### config.mk
export PLATFORM = sky130hd
export DESIGN_NAME = stepper_image_device_flat
export DESIGN_NICKNAME = d
export VERILOG_FILES = /design/src/core/stepper_image_pkg.sv /design/src/core/stepper_image_if.sv /design/src/core/stepper_image_device.sv /design/src/flat_wrapper.sv
export SDC_FILE = /design/constraint.sdc
export NUM_CORES = 1
export LEC_CHECK = 0
export BUFFER_PORTS_ARGS = -buffer_cell sky130_fd_sc_hd__buf_4
export CAP_MARGIN = 20
export CELL_PAD_IN_SITES_DETAIL_PLACEMENT = 1
export CELL_PAD_IN_SITES_GLOBAL_PLACEMENT = 1
export CORE_ASPECT_RATIO = 1.5
export CORE_MARGIN = 5
export CORE_UTILIZATION = 42
export DETAILED_ROUTE_END_ITERATION = 8
export GPL_TIMING_DRIVEN = 0
export PLACE_DENSITY_LB_ADDON = 0.1
export RECOVER_POWER = 25
export SYNTH_ARGS = -nofsm -noshare
export SYNTH_HDL_FRONTEND = slang
export SYNTH_SLANG_ARGS = --single-unit
### constraint.sdc
create_clock -name pclk -period 5.7 [get_ports pclk]
set_input_delay 0.57 -clock pclk [delete_from_list [all_inputs] [get_ports pclk]]
set_output_delay 0.57 -clock pclk [all_outputs]
set_load 0.005 [all_outputs]
### src/core/stepper_image_pkg.sv
package stepper_image_pkg;
	// ----------------------------------------
	// image layout
	// ----------------------------------------
	localparam int IMAGE_BYTES = 5;
	localparam int OFS_CTRL = 0;
	localparam int OFS_DATA = 1;
	localparam int OFS_EXT = 3;
	localparam int OFS_DATA_ALIGNED = 2;
	localparam int OFS_EXT_ALIGNED = 4;
	// ----------------------------------------
	// control and status byte fields
	// ----------------------------------------
	localparam int BIT_REG_SELECT = 7;
	localparam int BIT_REG_WRITE = 6;
	localparam int BIT_MOTION_START = 2;
	localparam int BIT_ENABLE = 0;
	localparam int BIT_READY = 0;
	localparam int BIT_IDLE = 4;
	localparam int REG_NUM_MSB = 5;
	localparam int MAG_LSB_RAMP = 4;
	// ----------------------------------------
	// internal register numbers
	// ----------------------------------------
	localparam logic [5:0] REG_ACT_POS_LO = 6'h00;
	localparam logic [5:0] REG_ACT_POS_HI = 6'h01;
	localparam logic [5:0] REG_TGT_POS_LO = 6'h02;
	localparam logic [5:0] REG_TGT_POS_HI = 6'h03;
	// ----------------------------------------
	// controller registers on apb
	// ----------------------------------------
	localparam logic [7:0] APB_CTRL = 8'h00;
	localparam logic [7:0] APB_CMD = 8'h04;
	localparam logic [7:0] APB_DATA_OUT = 8'h08;
	localparam logic [7:0] APB_EXT_OUT = 8'h0C;
	localparam logic [7:0] APB_STATUS = 8'h10;
	localparam logic [7:0] APB_DATA_IN = 8'h14;
	localparam logic [7:0] APB_EXT_IN = 8'h18;
	localparam logic [7:0] APB_RDATA = 8'h1C;
	localparam logic [15:0] RESET_WORD = 16'h0000;
	localparam logic [7:0] RESET_BYTE = 8'h00;
	// ----------------------------------------
	// operating modes
	// ----------------------------------------
	typedef enum logic [1:0] {
		MODE_VEL_DIRECT,
		MODE_VEL_RAMP,
		MODE_POS_TRACK,
		MODE_TRAVEL
	} mode_e;
endpackage

### src/core/stepper_image_if.sv
`timescale 1ns/1ps
interface stepper_image_if;
	logic cycle;
	logic [7:0] out_image [0:4];
	logic [7:0] in_image [0:4];
	modport device (
		input cycle,
		input out_image,
		output in_image
	);
	modport coupler (
		output cycle,
		output out_image,
		input in_image
	);
endinterface

### src/core/stepper_image_device.sv
`timescale 1ns/1ps
// Overview of operation
// - always present full image with status bytes
// - five input and five output bytes
// - byte0 status/control, 1-2 data, 3-4 extended
// - aligned coupler puts words at bytes 2,4
// - input word carries low actual position
// - full position readable via registers 0,1
// - direct velocity: sign plus 15-bit magnitude
// - ramp velocity uses bits 4 to 15
// - tracking: set position sign plus 15 bits
// - manual velocity uses bits 4 to 15
// - manual velocity only while start bit low
// - controller writes target registers before start
// - control bit7 low: process data, echoed
// - start bit 1 starts, 0 stops command
// - bit7 set: register access, rw, number
module stepper_image_device #(
	parameter int POS_WIDTH = 32
) (
	// clock and reset
	input wire logic pclk,
	input wire logic presetn,
	// coupler side
	stepper_image_if.device link,
	// motion side
	input wire stepper_image_pkg::mode_e mode,
	input wire logic [POS_WIDTH-1:0] actual_position,
	input wire logic motion_idle,
	input wire logic [15:0] ext_status,
	output logic motor_enable,
	output logic motion_start_bit,
	output logic signed [15:0] velocity_cmd,
	output logic velocity_valid,
	output logic signed [15:0] set_position,
	output logic [31:0] target_position,
	output logic [15:0] ext_control
);
	initial begin
		if (POS_WIDTH != 32) $error("position width must be 32");
		if (stepper_image_pkg::IMAGE_BYTES != 5) $error("image must hold five bytes");
		if (stepper_image_pkg::OFS_EXT + 2 > stepper_image_pkg::IMAGE_BYTES)
			$error("extended word outside image");
		if (stepper_image_pkg::MAG_LSB_RAMP != 4) $error("ramp field must start at bit 4");
	end
	logic [7:0] ctrl_r;
	logic [15:0] dout_r;
	logic [15:0] tgt_lo_r;
	logic [15:0] tgt_hi_r;
	logic [15:0] rd_word;
	logic reg_mode;
	logic [5:0] reg_num;
	logic [7:0] sts;
	logic signed [15:0] vel_nxt;
	logic vel_take;
	logic [15:0] data_in_word;
	logic [7:0] img_nxt [0:4];
	// ----------------------------------------
	// output image capture
	// ----------------------------------------
	// all three fields are taken on one strobe
	always_ff @(posedge pclk or negedge presetn) begin
		if (!presetn) begin
			ctrl_r <= stepper_image_pkg::RESET_BYTE;
			dout_r <= stepper_image_pkg::RESET_WORD;
			ext_control <= stepper_image_pkg::RESET_WORD;
		end else if (link.cycle) begin
			ctrl_r <= link.out_image[stepper_image_pkg::OFS_CTRL];
			dout_r <= {link.out_image[stepper_image_pkg::OFS_DATA+1],
				link.out_image[stepper_image_pkg::OFS_DATA]};
			ext_control <= {link.out_image[stepper_image_pkg::OFS_EXT+1],
				link.out_image[stepper_image_pkg::OFS_EXT]};
		end
	end
	assign reg_mode = ctrl_r[stepper_image_pkg::BIT_REG_SELECT];
	assign reg_num = ctrl_r[stepper_image_pkg::REG_NUM_MSB:0];
	// ----------------------------------------
	// register channel writes
	// ----------------------------------------
	// a held write lands again each clock, harmlessly
	always_ff @(posedge pclk or negedge presetn) begin
		if (!presetn) begin
			tgt_lo_r <= stepper_image_pkg::RESET_WORD;
			tgt_hi_r <= stepper_image_pkg::RESET_WORD;
		end else if (reg_mode && ctrl_r[stepper_image_pkg::BIT_REG_WRITE]) begin
			if (reg_num == stepper_image_pkg::REG_TGT_POS_LO) begin
				tgt_lo_r <= dout_r;
			end
			if (reg_num == stepper_image_pkg::REG_TGT_POS_HI) begin
				tgt_hi_r <= dout_r;
			end
		end
	end
	assign target_position = {tgt_hi_r, tgt_lo_r};
	// ----------------------------------------
	// register channel read
	// ----------------------------------------
	// unknown register numbers read as zero
	always_comb begin
		case (reg_num)
			stepper_image_pkg::REG_ACT_POS_LO: rd_word = actual_position[15:0];
			stepper_image_pkg::REG_ACT_POS_HI: rd_word = actual_position[31:16];
			stepper_image_pkg::REG_TGT_POS_LO: rd_word = tgt_lo_r;
			stepper_image_pkg::REG_TGT_POS_HI: rd_word = tgt_hi_r;
			default: rd_word = stepper_image_pkg::RESET_WORD;
		endcase
	end
	// ----------------------------------------
	// enable and motion start
	// ----------------------------------------
	// both held while the register channel owns the data words
	always_ff @(posedge pclk or negedge presetn) begin
		if (!presetn) begin
			motor_enable <= 1'b0;
		end else if (!reg_mode) begin
			motor_enable <= ctrl_r[stepper_image_pkg::BIT_ENABLE];
		end
	end
	always_ff @(posedge pclk or negedge presetn) begin
		if (!presetn) begin
			motion_start_bit <= 1'b0;
		end else if (!reg_mode) begin
			motion_start_bit <= (mode == stepper_image_pkg::MODE_TRAVEL) &&
				ctrl_r[stepper_image_pkg::BIT_MOTION_START];
		end
	end
	// ----------------------------------------
	// velocity decode of the output word
	// ----------------------------------------
	always_comb begin
		vel_nxt = velocity_cmd;
		vel_take = 1'b0;
		case (mode)
			stepper_image_pkg::MODE_VEL_DIRECT: begin
				vel_nxt = dout_r;
				vel_take = 1'b1;
			end
			stepper_image_pkg::MODE_VEL_RAMP: begin
				vel_nxt = {dout_r[15:stepper_image_pkg::MAG_LSB_RAMP], 4'h0};
				vel_take = 1'b1;
			end
			stepper_image_pkg::MODE_TRAVEL: begin
				// a running motion command owns the axis
				if (!ctrl_r[stepper_image_pkg::BIT_MOTION_START]) begin
					vel_nxt = {dout_r[15:stepper_image_pkg::MAG_LSB_RAMP], 4'h0};
					vel_take = 1'b1;
				end
			end
			default: begin
				vel_nxt = velocity_cmd;
				vel_take = 1'b0;
			end
		endcase
	end
	always_ff @(posedge pclk or negedge presetn) begin
		if (!presetn) begin
			velocity_cmd <= stepper_image_pkg::RESET_WORD;
			velocity_valid <= 1'b0;
		end else if (!reg_mode) begin
			velocity_cmd <= vel_nxt;
			velocity_valid <= vel_take;
		end
	end
	// set position follows the word only in tracking mode
	always_ff @(posedge pclk or negedge presetn) begin
		if (!presetn) begin
			set_position <= stepper_image_pkg::RESET_WORD;
		end else if (!reg_mode && mode == stepper_image_pkg::MODE_POS_TRACK) begin
			set_position <= dout_r;
		end
	end
	// ----------------------------------------
	// input image
	// ----------------------------------------
	// status echoes bit7 and, in register mode, the register number of the previous exchange's control byte
	always_comb begin
		sts = stepper_image_pkg::RESET_BYTE;
		sts[stepper_image_pkg::BIT_REG_SELECT] = reg_mode;
		sts[stepper_image_pkg::BIT_IDLE] = motion_idle;
		sts[stepper_image_pkg::BIT_READY] = motor_enable;
		if (reg_mode) begin
			sts[stepper_image_pkg::REG_NUM_MSB:0] = reg_num;
		end
	end
	// register channel answer replaces the position word
	always_comb begin
		data_in_word = actual_position[15:0];
		if (reg_mode) begin
			data_in_word = rd_word;
		end
	end
	always_comb begin
		img_nxt[stepper_image_pkg::OFS_CTRL] = sts;
		img_nxt[stepper_image_pkg::OFS_DATA] = data_in_word[7:0];
		img_nxt[stepper_image_pkg::OFS_DATA+1] = data_in_word[15:8];
		img_nxt[stepper_image_pkg::OFS_EXT] = ext_status[7:0];
		img_nxt[stepper_image_pkg::OFS_EXT+1] = ext_status[15:8];
	end
	// every byte loads on the same strobe, so no word is ever torn
	for (genvar g = 0; g < stepper_image_pkg::IMAGE_BYTES; g++) begin : g_in_byte
		always_ff @(posedge pclk or negedge presetn) begin
			if (!presetn) begin
				link.in_image[g] <= stepper_image_pkg::RESET_BYTE;
			end else if (link.cycle) begin
				link.in_image[g] <= img_nxt[g];
			end
		end
	end
endmodule

### src/flat_wrapper.sv
// flat-port wrapper written by rule: the top's interface ports become plain ports
module stepper_image_device_flat 
#(
	parameter int POS_WIDTH = 32
)
  (pclk, presetn, mode, actual_position, motion_idle, ext_status, motor_enable, motion_start_bit, velocity_cmd, velocity_valid, set_position, target_position, ext_control, link_cycle, link_out_image, link_in_image);
  stepper_image_if link_i ();
  input wire logic pclk;
  input wire logic presetn;
  input wire stepper_image_pkg::mode_e mode;
  input wire logic [POS_WIDTH-1:0] actual_position;
  input wire logic motion_idle;
  input wire logic [15:0] ext_status;
  output logic motor_enable;
  output logic motion_start_bit;
  output logic signed [15:0] velocity_cmd;
  output logic velocity_valid;
  output logic signed [15:0] set_position;
  output logic [31:0] target_position;
  output logic [15:0] ext_control;
  input wire logic [$bits(link_i.cycle)-1:0] link_cycle;
  input wire logic [$bits(link_i.out_image)-1:0] link_out_image;
  output wire logic [$bits(link_i.in_image)-1:0] link_in_image;
  assign link_i.cycle = link_cycle;
  assign link_i.out_image = {>>{link_out_image}};
  assign link_in_image = {>>{link_i.in_image}};
  stepper_image_device #(.POS_WIDTH(POS_WIDTH)) u_core (.pclk(pclk), .presetn(presetn), .link(link_i), .mode(mode), .actual_position(actual_position), .motion_idle(motion_idle), .ext_status(ext_status), .motor_enable(motor_enable), .motion_start_bit(motion_start_bit), .velocity_cmd(velocity_cmd), .velocity_valid(velocity_valid), .set_position(set_position), .target_position(target_position), .ext_control(ext_control));
endmodule
* Yosys cells after proc, flatten, opt, wreduce, memory -nomap -nowiden
Index checks and enable logic that the tools add are counted.
Word-level totals: register bits 146, bits of input ports 94, output and inout port bits 123, word-level logic and storage cells 41
Cells by class: equal/unequal tests 7, muxes and demuxes 7, bitwise operators 1, reductions and logical operators 11
Operator list (number):
- $pmux 16 s4 | 1
- $pmux 16 s3 | 1
- $mux 16 | 2
- $eq 6x2->1 const B | 2
- $eq 6x1->1 const B | 1
- $logic_not 6->1 | 1
- $mux 6 | 1
- $eq 2x2->1 const B | 2
- $reduce_and 2->1 | 2
- $logic_and 1x1->1 | 3
- $reduce_and 3->1 | 1
- $reduce_bool 3->1 | 1
- $eq 2x1->1 const B | 1
- $logic_not 2->1 | 1
- $ne 2x2->1 const B | 1
- $pmux 1 s2 | 1
- $reduce_or 2->1 | 1
- $logic_not 1->1 | 1
- $mux 1 | 1
- $not 1->1 | 1

* Depth between registers and ports, before layout
Gate-level depths: netlist (run 1).
depth in word-level cells 3, gate-level depth with buffers 6, depth with buffers taken out 3

* Least setup slack after synthesis (run 1)
Ideal clock, no wire load.
path kind register to register, start point reg u_core.ctrl_r[2], end point reg u_core.tgt_lo_r[10], library setup time 125 ps, data arrival time 1934 ps, data required time 5575 ps, setup slack 3642 ps, cell stages (with the launch flop) 5, path buffers 1, period minus slack after synthesis 2058 ps, cells stage by stage dfrtp_1 -> or4_4 -> nor3_2 -> buf_4 -> mux2_2
On the way: word-level cells in the longest chain between the ends 2
RTL lines:
- from (decl) | line stepper_image_device.sv:46 | logic [7:0] ctrl_r;
- from (signal assigned) | line stepper_image_device.sv:64 | ctrl_r <= stepper_image_pkg::RESET_BYTE;
- from (signal assigned) | line stepper_image_device.sv:68 | ctrl_r <= link.out_image[stepper_image_pkg::OFS_CTRL];
- $eq 6x2->1 | line stepper_image_device.sv:86 | if (reg_num == stepper_image_pkg::REG_TGT_POS_LO) begin
- $reduce_and 2->1 (no source line)
- to (signal assigned) | line stepper_image_device.sv:83 | tgt_lo_r <= stepper_image_pkg::RESET_WORD;
- to (signal assigned) | line stepper_image_device.sv:87 | tgt_lo_r <= dout_r;
- to (decl) | line stepper_image_device.sv:48 | logic [15:0] tgt_lo_r;
Every way passes these cells. A chain may end at the register's enable or synchronous reset.

* Final worst setup path (run 1)
start point reg u_core.ctrl_r[2], end point reg u_core.tgt_lo_r[9]
The elaborated chain is that of the path after synthesis.

==> results.sh, run 1 <==
export IMPL_clkTransAtPathRegs_ps=70
export IMPL_hold_buffers=0
export IMPL_synth_seq_cells=146
export IMPL_grt_max_degree=82
export IMPL_powerDensity_nw_per_um2=350.0
export IMPL_area_growth_pct=40.81
export IMPL_vias=4309
export IMPL_rsz0062_at_grt="false"
export IMPL_arrival_ps=2780
export IMPL_cts_setup_buffers=0
export IMPL_cts_resized=0
export IMPL_fin_crit_ps=2482
export IMPL_syn_nets=499
export IMPL_antenna_found_initial=0
export IMPL_crit_path_end="u_core.tgt_lo_r[9]"
export IMPL_ys_seq_area_share_pct=60.67
export IMPL_clkPwrFrac_pct=36.6
export IMPL_routabilityCongestion=0.7737
export IMPL_multi_input_area_sq_um=2208
export IMPL_power_internal_w=0.002164
export IMPL_worst_slew_pin_slew_ps=1057
export IMPL_fin_skew_ps=11.13
export IMPL_reg2reg_depth=4
export IMPL_routed_wl_um=17460
export IMPL_initial_utilization_pct=42.84
export IMPL_std_cell_rows=53
export IMPL_required_ps=5990
export IMPL_numPortBuffers=214
export IMPL_synth_warnings=0
export IMPL_drt_iter0_markers=90
export IMPL_finalCritPeriodShare_pct=43.54
export IMPL_p_leak_nw=4.090
export IMPL_p_switching_w=0.0008034
export IMPL_cp_startpoint="u_core.ctrl_r[2]"
export IMPL_io_pins=217
export IMPL_cts_tree="done"
export IMPL_dpl_hpwl_um=13100
export IMPL_clk_latency_ps=410
export IMPL_comb_power_share_pct=19.4
export IMPL_grt_pass1_wl_um=27780
export IMPL_grt_pass1_vias=4976
export IMPL_core_sq_um=14060
export IMPL_wl_per_cell_um=20.66
export IMPL_worstReg2RegStart="u_core.ctrl_r[2]"
export IMPL_swShare_pct=27.07
export IMPL_nNetsFinal=734
export IMPL_irDropWorstVdd_uv=193.7
export IMPL_htreeDepth=4
export IMPL_seq_area_sq_um=3654
export IMPL_die_x_um=107.8
export IMPL_drc=0
export IMPL_status="finished, final reports clean"
export IMPL_slew_headroom_pct=29.36
export IMPL_critPathLaunchType="flop"
export IMPL_grt_ovfl_total=0
export IMPL_dieArea_sq_um=16880
export IMPL_hold_violations=0
export IMPL_syn_inst=405
export IMPL_cap_violations=0
export IMPL_die_h_um=156.7
export IMPL_synthesis_area_sq_um=6022
export IMPL_critPathKind="flop to flop"
export IMPL_max_freq_mhz=403.0
export IMPL_final_antenna_net_count=0
export IMPL_n_antenna_cell=0
export IMPL_seqPwrFrac_pct=44.0
export IMPL_power_w=0.002968
export IMPL_post_route_cells_drive_above_1_share_pct=57.89
export IMPL_avgSynthCellArea_sq_um=14.87
export IMPL_synth_cell_types=30
export IMPL_dr_pass1_iters=4
export IMPL_cts_sinks=146
export IMPL_cp_end_kind="flop"
export IMPL_cts_buffers=17
export IMPL_cts_buffer_depth=2
export IMPL_root_buffer="clkbuf_16"
export IMPL_setup_viol=0
export IMPL_drv_slew=0
export IMPL_r2r_slack_ps=3220
export IMPL_hold_path_class="primary input to asynchronous set/reset pin"
export IMPL_vias_per_cell=5.099
export IMPL_cp_max_fo=10
export IMPL_num_fill_cells=1437
export IMPL_grtUsageTotal_pct=21.42
export IMPL_setup_tns_final_ps=0
export IMPL_reg2reg_to="u_core.tgt_lo_r[9]"
[cell usage in the layout (no fill, tap or decap), types with 4 or more instances in the layout]
cell,instances
o2bb2ai_1,15
inv_6,4
mux2_2,109
clkbuf_16,17
inv_1,7
buf_2,5
o21ai_0,8
mux2i_1,19
nand3_1,6
mux2_4,10
a221o_1,16
clkbuf_1,18
dfrtp_1,146
nor2b_1,20
nand2_1,5
buf_4,215
clkinv_4,4
[worst max-delay path, cell delays in order (launching register included)]
cell and delay (ps):
dfrtp_1 480, or4_4 630, nor3_2 570, buf_4 320, mux2_2 360
[stage by stage]
step / std cells / hold slack (ps) / instance area, sq um / setup slack, ps / util [%]
after floorplan: 405 / 274.4 / 6022 / 3642 / -
after global placement: 811 / 465.2 / 7869 / 3099 / 55.97
after detailed placement: 813 / 479.3 / 7905 / 3066 / 56.23
after CTS: 845 / 228.5 / 8479 / 3192 / 60.32
after global routing: 845 / 258.3 / 8479 / 3057 / 60.32
final: 845 / 207.3 / 8479 / 3218 / 60.32
[routing by layer]
layer	share of wire, %	global-route usage [%]	up-vias
li1	-	-	1940
met1	36	23.43	2190
met2	54	38.73	156
met3	7.6	7.346	23
met4	2.1	6.679	0
met5	0	0	-
[synth_stat cells, drive strengths merged]
cell / n / share of area, %
dfrtp: 146 / 61
mux2: 119 / 23
nor2b: 20 / 2.1
mux2i: 19 / 3.2
clkbuf: 17 / 1.1
a221o: 16 / 2.7
o2bb2ai: 15 / 2.2
buf: 9 / 1.2
o21ai: 8 / 0.66
inv: 7 / 0.44
nand3: 6 / 0.50
nand2: 5 / 0.31
a21oi: 3 / 0.25
nor2: 3 / 0.19
nand2b: 2 / 0.21
nor3: 2 / 0.25
a21o: 1 / 0.12
conb: 1 / 0.062
nor3b: 1 / 0.12
nor4b: 1 / 0.15
o41ai: 1 / 0.46
or3: 1 / 0.10
or3b: 1 / 0.15
or4: 1 / 0.19
[power by group through the flow]
stage               registers (W)  clock network [W]  logic [W]
global placement          0.00131                  0   0.000565
CTS                       0.00131            0.00111   0.000592
detailed placement        0.00132                  0   0.000587
global route              0.00133            0.00116   0.000628
floorplan                 0.00131                  0   0.000218
finish                    0.00131            0.00109   0.000577
[state kept, by name, indices dropped and copies added (netlist names)]
register	count
u_core.ctrl_r	8
u_core.dout_r	16
u_core.ext_control	16
u_core.link.in_image	39
u_core.motion_start_bit	1
u_core.motor_enable	1
u_core.set_position	16
u_core.tgt_hi_r	16
u_core.tgt_lo_r	16
u_core.velocity_cmd	16
u_core.velocity_valid	1
[area by class of cell]
class / count / area share, %
multi-input cells: 226 / 26.04
clock inverters: 14 / 1.712
well taps: 192 / 2.833
repair buffers: 216 / 19.37
flip-flops and latches: 146 / 43.09
inverters: 7 / 0.3099
plain buffers: 26 / 1.579
clock buffers: 18 / 5.061
[cells by family (layout without fill, tap and decap cells)]
group / Yosys count / after routing / share of synthesized area, %
compound gates: 44 / 44 / 6.337
mux: 138 / 138 / 26.03
buf+inv: 33 / 281 / 2.659
flops: 146 / 146 / 60.67
other cells: 1 / 1 / 0.06227
simple gates: 43 / 43 / 4.239
[worst min path at each step]
stage                                     to  slack (ps)
finish              u_core.link.in_image[35]         210
global route          u_core.ext_control[11]         260
CTS                   u_core.ext_control[11]         230
detailed placement   u_core.motion_start_bit         480
global placement       u_core.velocity_valid         470
floorplan                   u_core.ctrl_r[0]         270
No activity file was read; power rests on OpenSTA's default activity.
==> run 2, diff against run 1 <==
--- a/config.mk
+++ b/config.mk
@@ -11,7 +11,7 @@
 export CELL_PAD_IN_SITES_GLOBAL_PLACEMENT = 1
 export CORE_ASPECT_RATIO = 1.5
 export CORE_MARGIN = 5
-export CORE_UTILIZATION = 42
+export CORE_UTILIZATION = 39
 export DETAILED_ROUTE_END_ITERATION = 8
 export GPL_TIMING_DRIVEN = 0
 export PLACE_DENSITY_LB_ADDON = 0.1
==> constraint.sdc (replaced) <==
create_clock -name pclk -period 2.39 [get_ports pclk]
set_input_delay 0.239 -clock pclk [delete_from_list [all_inputs] [get_ports pclk]]
set_output_delay 0.239 -clock pclk [all_outputs]
set_load 0.005 [all_outputs]
==> run 2 against run 1 <==
The run now ends with capacitance limit, slew limit left. Die area up 7.1%. Final cell count up 0.59%. Largest cell class unchanged. Combinational power up 130%. Hold slack worse by 150 ps. Setup slack worse by 3100 ps. Critical path depth unchanged. Sequential share of layout area down 0.15 points. Global-route usage down 1.9 points. Utilization down 4.1 points. Count of clock-buffer cells in the layout down 1. Maximum frequency up 7.1%.
==> results.sh, run 2 (synthesized netlist as in run 1, its figures left out) <==
export IMPL_drt_iter0_markers=119
export IMPL_drc=0
export IMPL_crit_chain="or4_4, nor3_4, buf_4, mux2_2"
export IMPL_swShare_pct=25.82
export IMPL_grt_pass1_wl_um=27850
export IMPL_whs_ps=55.70
export IMPL_hold_violations=0
export IMPL_std_cell_rows=55
export IMPL_dieArea_sq_um=18080
export IMPL_drv_slew=69
export IMPL_dr_pass1_iters=6
export IMPL_die_x_um=111.5
export IMPL_final_common_cell="buf_4"
export IMPL_n_antenna_cell=0
export IMPL_root_buffer="clkbuf_16"
export IMPL_grt_max_degree=79
export IMPL_cts_tree="done"
export IMPL_post_route_cells_drive_above_1_share_pct=57.45
export IMPL_powerDensity_nw_per_um2=843.7
export IMPL_cp_end_kind="flop"
export IMPL_critPathKind="flop to flop"
export IMPL_clk_latency_ps=410
export IMPL_max_freq_mhz=431.8
export IMPL_vias_per_cell=5.001
export IMPL_largest_register="u_core.link.in_image"
export IMPL_design_area_sq_um=8509
export IMPL_required_ps=2680
export IMPL_routed_wl_um=17230
export IMPL_die_h_um=162.2
export IMPL_cts_sinks=146
export IMPL_io_pins=217
export IMPL_cap_violations=1
export IMPL_wl_per_cell_um=20.27
export IMPL_rsz0062_at_grt="false"
export IMPL_layout_common_cells="180 x buf_4, 146 x dfrtp_1, 109 x mux2_2"
export IMPL_critical_path_top_delay_family="simple AND/OR/NAND/NOR gates"
export IMPL_hold_path_class="primary input to flop"
export IMPL_slowest_delay_ps=630
export IMPL_antenna_found_initial=0
export IMPL_postPlaceCellArea_sq_um=7909
export IMPL_cts_buffer_depth=2
export IMPL_clkTransAtPathRegs_ps=60
export IMPL_grt_ovfl_total=0
export IMPL_path_depth=4
export IMPL_finalCritPeriodShare_pct=96.91
export IMPL_largest_reg_flops=39
export IMPL_vias=4251
export IMPL_reg2reg_depth=4
export IMPL_cp_max_fo=10
export IMPL_htreeDepth=4
export IMPL_arrival_ps=2610
export IMPL_area_growth_pct=41.30
export IMPL_grt_pass1_vias=5088
export IMPL_r2r_slack_ps=70
export IMPL_cts_buffers=17
export IMPL_initial_utilization_pct=39.78
export IMPL_worst_path_max_delay_cell="or4_4"
export IMPL_worst_path_buf_inv=1
export IMPL_p_switching_w=0.001854
export IMPL_place_ws_ps=-165.6
export IMPL_status="finished, violations left"
export IMPL_fin_skew_ps=8.069
export IMPL_grtUsageTotal_pct=19.54
export IMPL_setup_viol=0
export IMPL_violations="capacitance limit, slew limit"
export IMPL_worst_slew_pin_slew_ps=1773
export IMPL_clkPwrFrac_pct=37.9
export IMPL_seq_area_sq_um=3654
export IMPL_final_antenna_net_count=0
export IMPL_slew_headroom_pct=-18.20
export IMPL_comb_power_share_pct=18.5
export IMPL_power_w=0.007179
export IMPL_p_leak_nw=4.075
export IMPL_whs_path_depth=2
export IMPL_core_sq_um=15140
export IMPL_dpl_hpwl_um=13210
export IMPL_num_fill_cells=1529
export IMPL_irDropWorstVdd_uv=456.2
export IMPL_numPortBuffers=214
export IMPL_setup_ws_ps=73.89
export IMPL_critPathLaunchType="flop"
export IMPL_nNetsFinal=733
export IMPL_fin_crit_ps=2316
export IMPL_seqPwrFrac_pct=43.6
export IMPL_routabilityCongestion=0.7666
export IMPL_power_internal_w=0.005325
export IMPL_multi_input_area_sq_um=2231
export IMPL_cts_setup_buffers=0
## run 2: changes by cell type in the layout (fill, tap and decap cells not counted), sizes merged
cell	delta
bufinv	+2
clkinv	-2
clkbuf	+34
clkinvlp	+1
buf	-37
inv	-1
dlygate4sd3	+1
## run 2: stage by stage
step | TNS (ps) | instances | utilization, %
global route | 0 | 850 | 56.21
global placement | -1132 | 818 | 52.03
finish | 0 | 850 | 56.21
CTS | 0 | 851 | 56.41
floorplan | 0 | 405 | -
detailed placement | -2962 | 819 | 52.24
## run 2: power by group through the flow
stage          clock, W  combinational, W  sequential [W]
6_report        0.00272           0.00133         0.00313
3_3_place_gp          0           0.00134         0.00315
3_5_place_dp          0           0.00139         0.00317
4_1_cts         0.00277           0.00140         0.00313
2_1_floorplan         0          0.000519         0.00312
5_1_grt         0.00290           0.00146         0.00319
## run 2: repair_timing
action,in CTS,in global routing
hold endpoints to repair,68,0
pin swaps,0,1
hold buffers,1,0
endpoints found under the setup margin,21,26
resized for setup,3,3
## run 2: final cells by class
cell class / count / share of cell area [%]
Multi-Input combinational cell: 226 / 26.22
Tap cell: 199 / 2.926
Buffer: 25 / 1.544
Clock buffer: 17 / 4.999
Clock inverter: 14 / 2.088
Timing Repair Buffer: 216 / 18.98
Sequential cell: 146 / 42.93
Inverter: 7 / 0.3088
## run 2: per-layer routing
metal | global-route usage (%) | vias to the layer above | routed length, um
li1 | - | 1926 | -
met1 | 21.04 | 2164 | 6432
met5 | 0 | - | 0
met2 | 35.58 | 141 | 9278
met4 | 5.534 | 0 | 270
met3 | 7.492 | 20 | 1251
## run 2: worst paths after layout
path,startpoint,to
max reg2reg,u_core.ctrl_r[2],u_core.tgt_lo_r[11]
min in group asynchronous,presetn,u_core.ctrl_r[5]
min reg2reg,u_core.ext_control[14],u_core.ext_control[14]
max in group asynchronous,presetn,u_core.dout_r[6]
max,u_core.ctrl_r[2],u_core.tgt_lo_r[11]
min,link_out_image[8],u_core.ext_control[0]
==> run 3, diff against run 2 <==
--- a/config.mk
+++ b/config.mk
@@ -15,7 +15,6 @@
 export DETAILED_ROUTE_END_ITERATION = 8
 export GPL_TIMING_DRIVEN = 0
 export PLACE_DENSITY_LB_ADDON = 0.1
-export RECOVER_POWER = 25
 export SYNTH_ARGS = -nofsm -noshare
 export SYNTH_HDL_FRONTEND = slang
 export SYNTH_SLANG_ARGS = --single-unit
==> run 3 against run 2 <==
The run now ends clean. Die area unchanged. Maximum frequency increased by 0.16%. Critical path type unchanged. Combinational power hardly changed. Clock skew shrank 0.92 ps. Largest power group unchanged.
==> results.sh, run 3 (synthesized netlist as in run 1, its figures left out) <==
export IMPL_max_freq_mhz=432.4
export IMPL_dpl_hpwl_um=13210
export IMPL_cts_sinks=146
export IMPL_worst_slew_pin_slew_ps=798.5
export IMPL_wl_per_cell_um=20.30
export IMPL_cts_buffer_depth=2
export IMPL_status="finished, final reports clean"
export IMPL_rsz0062_at_grt="false"
export IMPL_area_growth_pct=41.84
export IMPL_cts_buffers=17
export IMPL_dr_pass1_iters=6
export IMPL_crit_path_end="u_core.tgt_lo_r[11]"
export IMPL_fin_cells=850
export IMPL_grt_pass1_vias=5088
export IMPL_p_leak_nw=4.112
export IMPL_largest_reg_flops=39
export IMPL_drt_iter0_markers=100
export IMPL_wl_met2_um=9234
export IMPL_cp_startpoint="u_core.ctrl_r[2]"
export IMPL_r2r_slack_ps=80
export IMPL_root_buffer="clkbuf_16"
export IMPL_final_antenna_net_count=0
export IMPL_highest_layer="met4"
export IMPL_slew_headroom_pct=46.77
export IMPL_nNetsFinal=733
export IMPL_min_from="link_out_image[8]"
export IMPL_reg2reg_to="u_core.tgt_lo_r[11]"
export IMPL_routabilityCongestion=0.7666
export IMPL_setup_ws_ps=77.56
export IMPL_wl_met1_um=6460
export IMPL_power_w=0.007205
export IMPL_placed_cells=819
export IMPL_arrival_ps=2600
export IMPL_initial_utilization_pct=39.78
export IMPL_numPortBuffers=214
export IMPL_layout_common_cells="215 x buf_4, 146 x dfrtp_1, 109 x mux2_2"
export IMPL_critPathLaunchType="flop"
export IMPL_cap_violations=0
export IMPL_hold_path_class="primary input to flop"
export IMPL_dieArea_sq_um=18080
export IMPL_fin_crit_ps=2312
export IMPL_grtUsageTotal_pct=19.54
export IMPL_cp_max_fo=10
export IMPL_drv_slew=0
export IMPL_fin_skew_ps=7.150
export IMPL_grt_max_degree=79
export IMPL_core_sq_um=15140
export IMPL_drc=0
export IMPL_route_met3_wl_um=1260
export IMPL_post_route_cells_drive_above_1_share_pct=58.53
export IMPL_whs_path_depth=2
export IMPL_hold_violations=0
export IMPL_place_ws_ps=-165.6
export IMPL_clkTransAtPathRegs_ps=60
export IMPL_irDropWorstVdd_uv=456.0
export IMPL_cts_setup_buffers=0
export IMPL_whs_ps=55.35
export IMPL_die_x_um=111.5
export IMPL_required_ps=2680
export IMPL_critPathKind="flop to flop"
export IMPL_num_fill_cells=1525
export IMPL_io_pins=217
export IMPL_vias=4261
export IMPL_clk_latency_ps=410
export IMPL_powerDensity_nw_per_um2=843.5
export IMPL_reg2reg_depth=4
export IMPL_largest_register="u_core.link.in_image"
export IMPL_n_antenna_cell=0
export IMPL_die_h_um=162.2
export IMPL_setup_viol=0
export IMPL_finalCritPeriodShare_pct=96.75
export IMPL_grt_pass1_wl_um=27850
export IMPL_vias_per_cell=5.013
export IMPL_final_common_cell="buf_4"
export IMPL_std_cell_rows=55
export IMPL_cp_end_kind="flop"
export IMPL_grt_ovfl_total=0
export IMPL_routed_wl_um=17250
export IMPL_final_util_pct=56.42
export IMPL_cts_tree="done"
export IMPL_antenna_found_initial=0
export IMPL_htreeDepth=4
export IMPL_worstReg2RegStart="u_core.ctrl_r[2]"
-- run 3: cell types whose count changed in the layout (fill, tap and decap cells not counted), sizes merged --
cell    delta
clkbuf    -36
buf       +36
-- run 3: area by class of cell --
cell class	count	area (sq um)	area share, %
sequential	146	3654	42.77
multi-input combinational	226	2231	26.12
timing repair buffer	216	1648	19.29
clock buffer	17	425.4	4.980
tap	199	249.0	2.915
clock inverter	14	177.7	2.080
buffer	25	131.4	1.538
inverter	7	26.28	0.3076
-- run 3: worst min-delay path by stage --
| stage | slack, ps | endpoint |
|---|---|---|
| global route | 40 | u_core.ext_control[6] |
| global placement | 470 | u_core.ctrl_r[0] |
| finish | 60 | u_core.ext_control[0] |
| floorplan | -60 | u_core.ctrl_r[0] |
| CTS | 40 | u_core.ext_control[0] |
| detailed placement | 290 | u_core.ctrl_r[5] |
-- run 3: repair_timing --
item / in CTS / in global routing
hold buffers: 1 / 0
setup endpoints to repair: 21 / 26
endpoints found under the hold margin: 68 / 0
pin swaps: 0 / 1
gates resized for setup: 3 / 3
-- run 3: routing by layer --
metal / vias up / GRT usage, %
li1: 1925 / -
met1: 2170 / 21.04
met2: 143 / 35.58
met3: 23 / 7.492
met4: 0 / 5.534
met5: - / 0
-- run 3: critical path, stage by stage, from the launching register on --
cell	delay, ps
dfrtp_1	490
or4_4	630
nor3_4	420
buf_4	290
mux2_2	360
-- run 3: through the flow --
stage          area [sq um]  setup TNS [ps]
3_3_place_gp           7878           -1132
6_report               8542               0
2_1_floorplan          6022               0
3_5_place_dp           7909           -2962
5_1_grt                8542               0
4_1_cts                8539               0
-- run 3: report_power, final --
part           leakage, nW  switching [W]  internal, W
clock                0.283        0.00107      0.00165
combinational         2.02       0.000503     0.000854
sequential            1.80       0.000288      0.00284
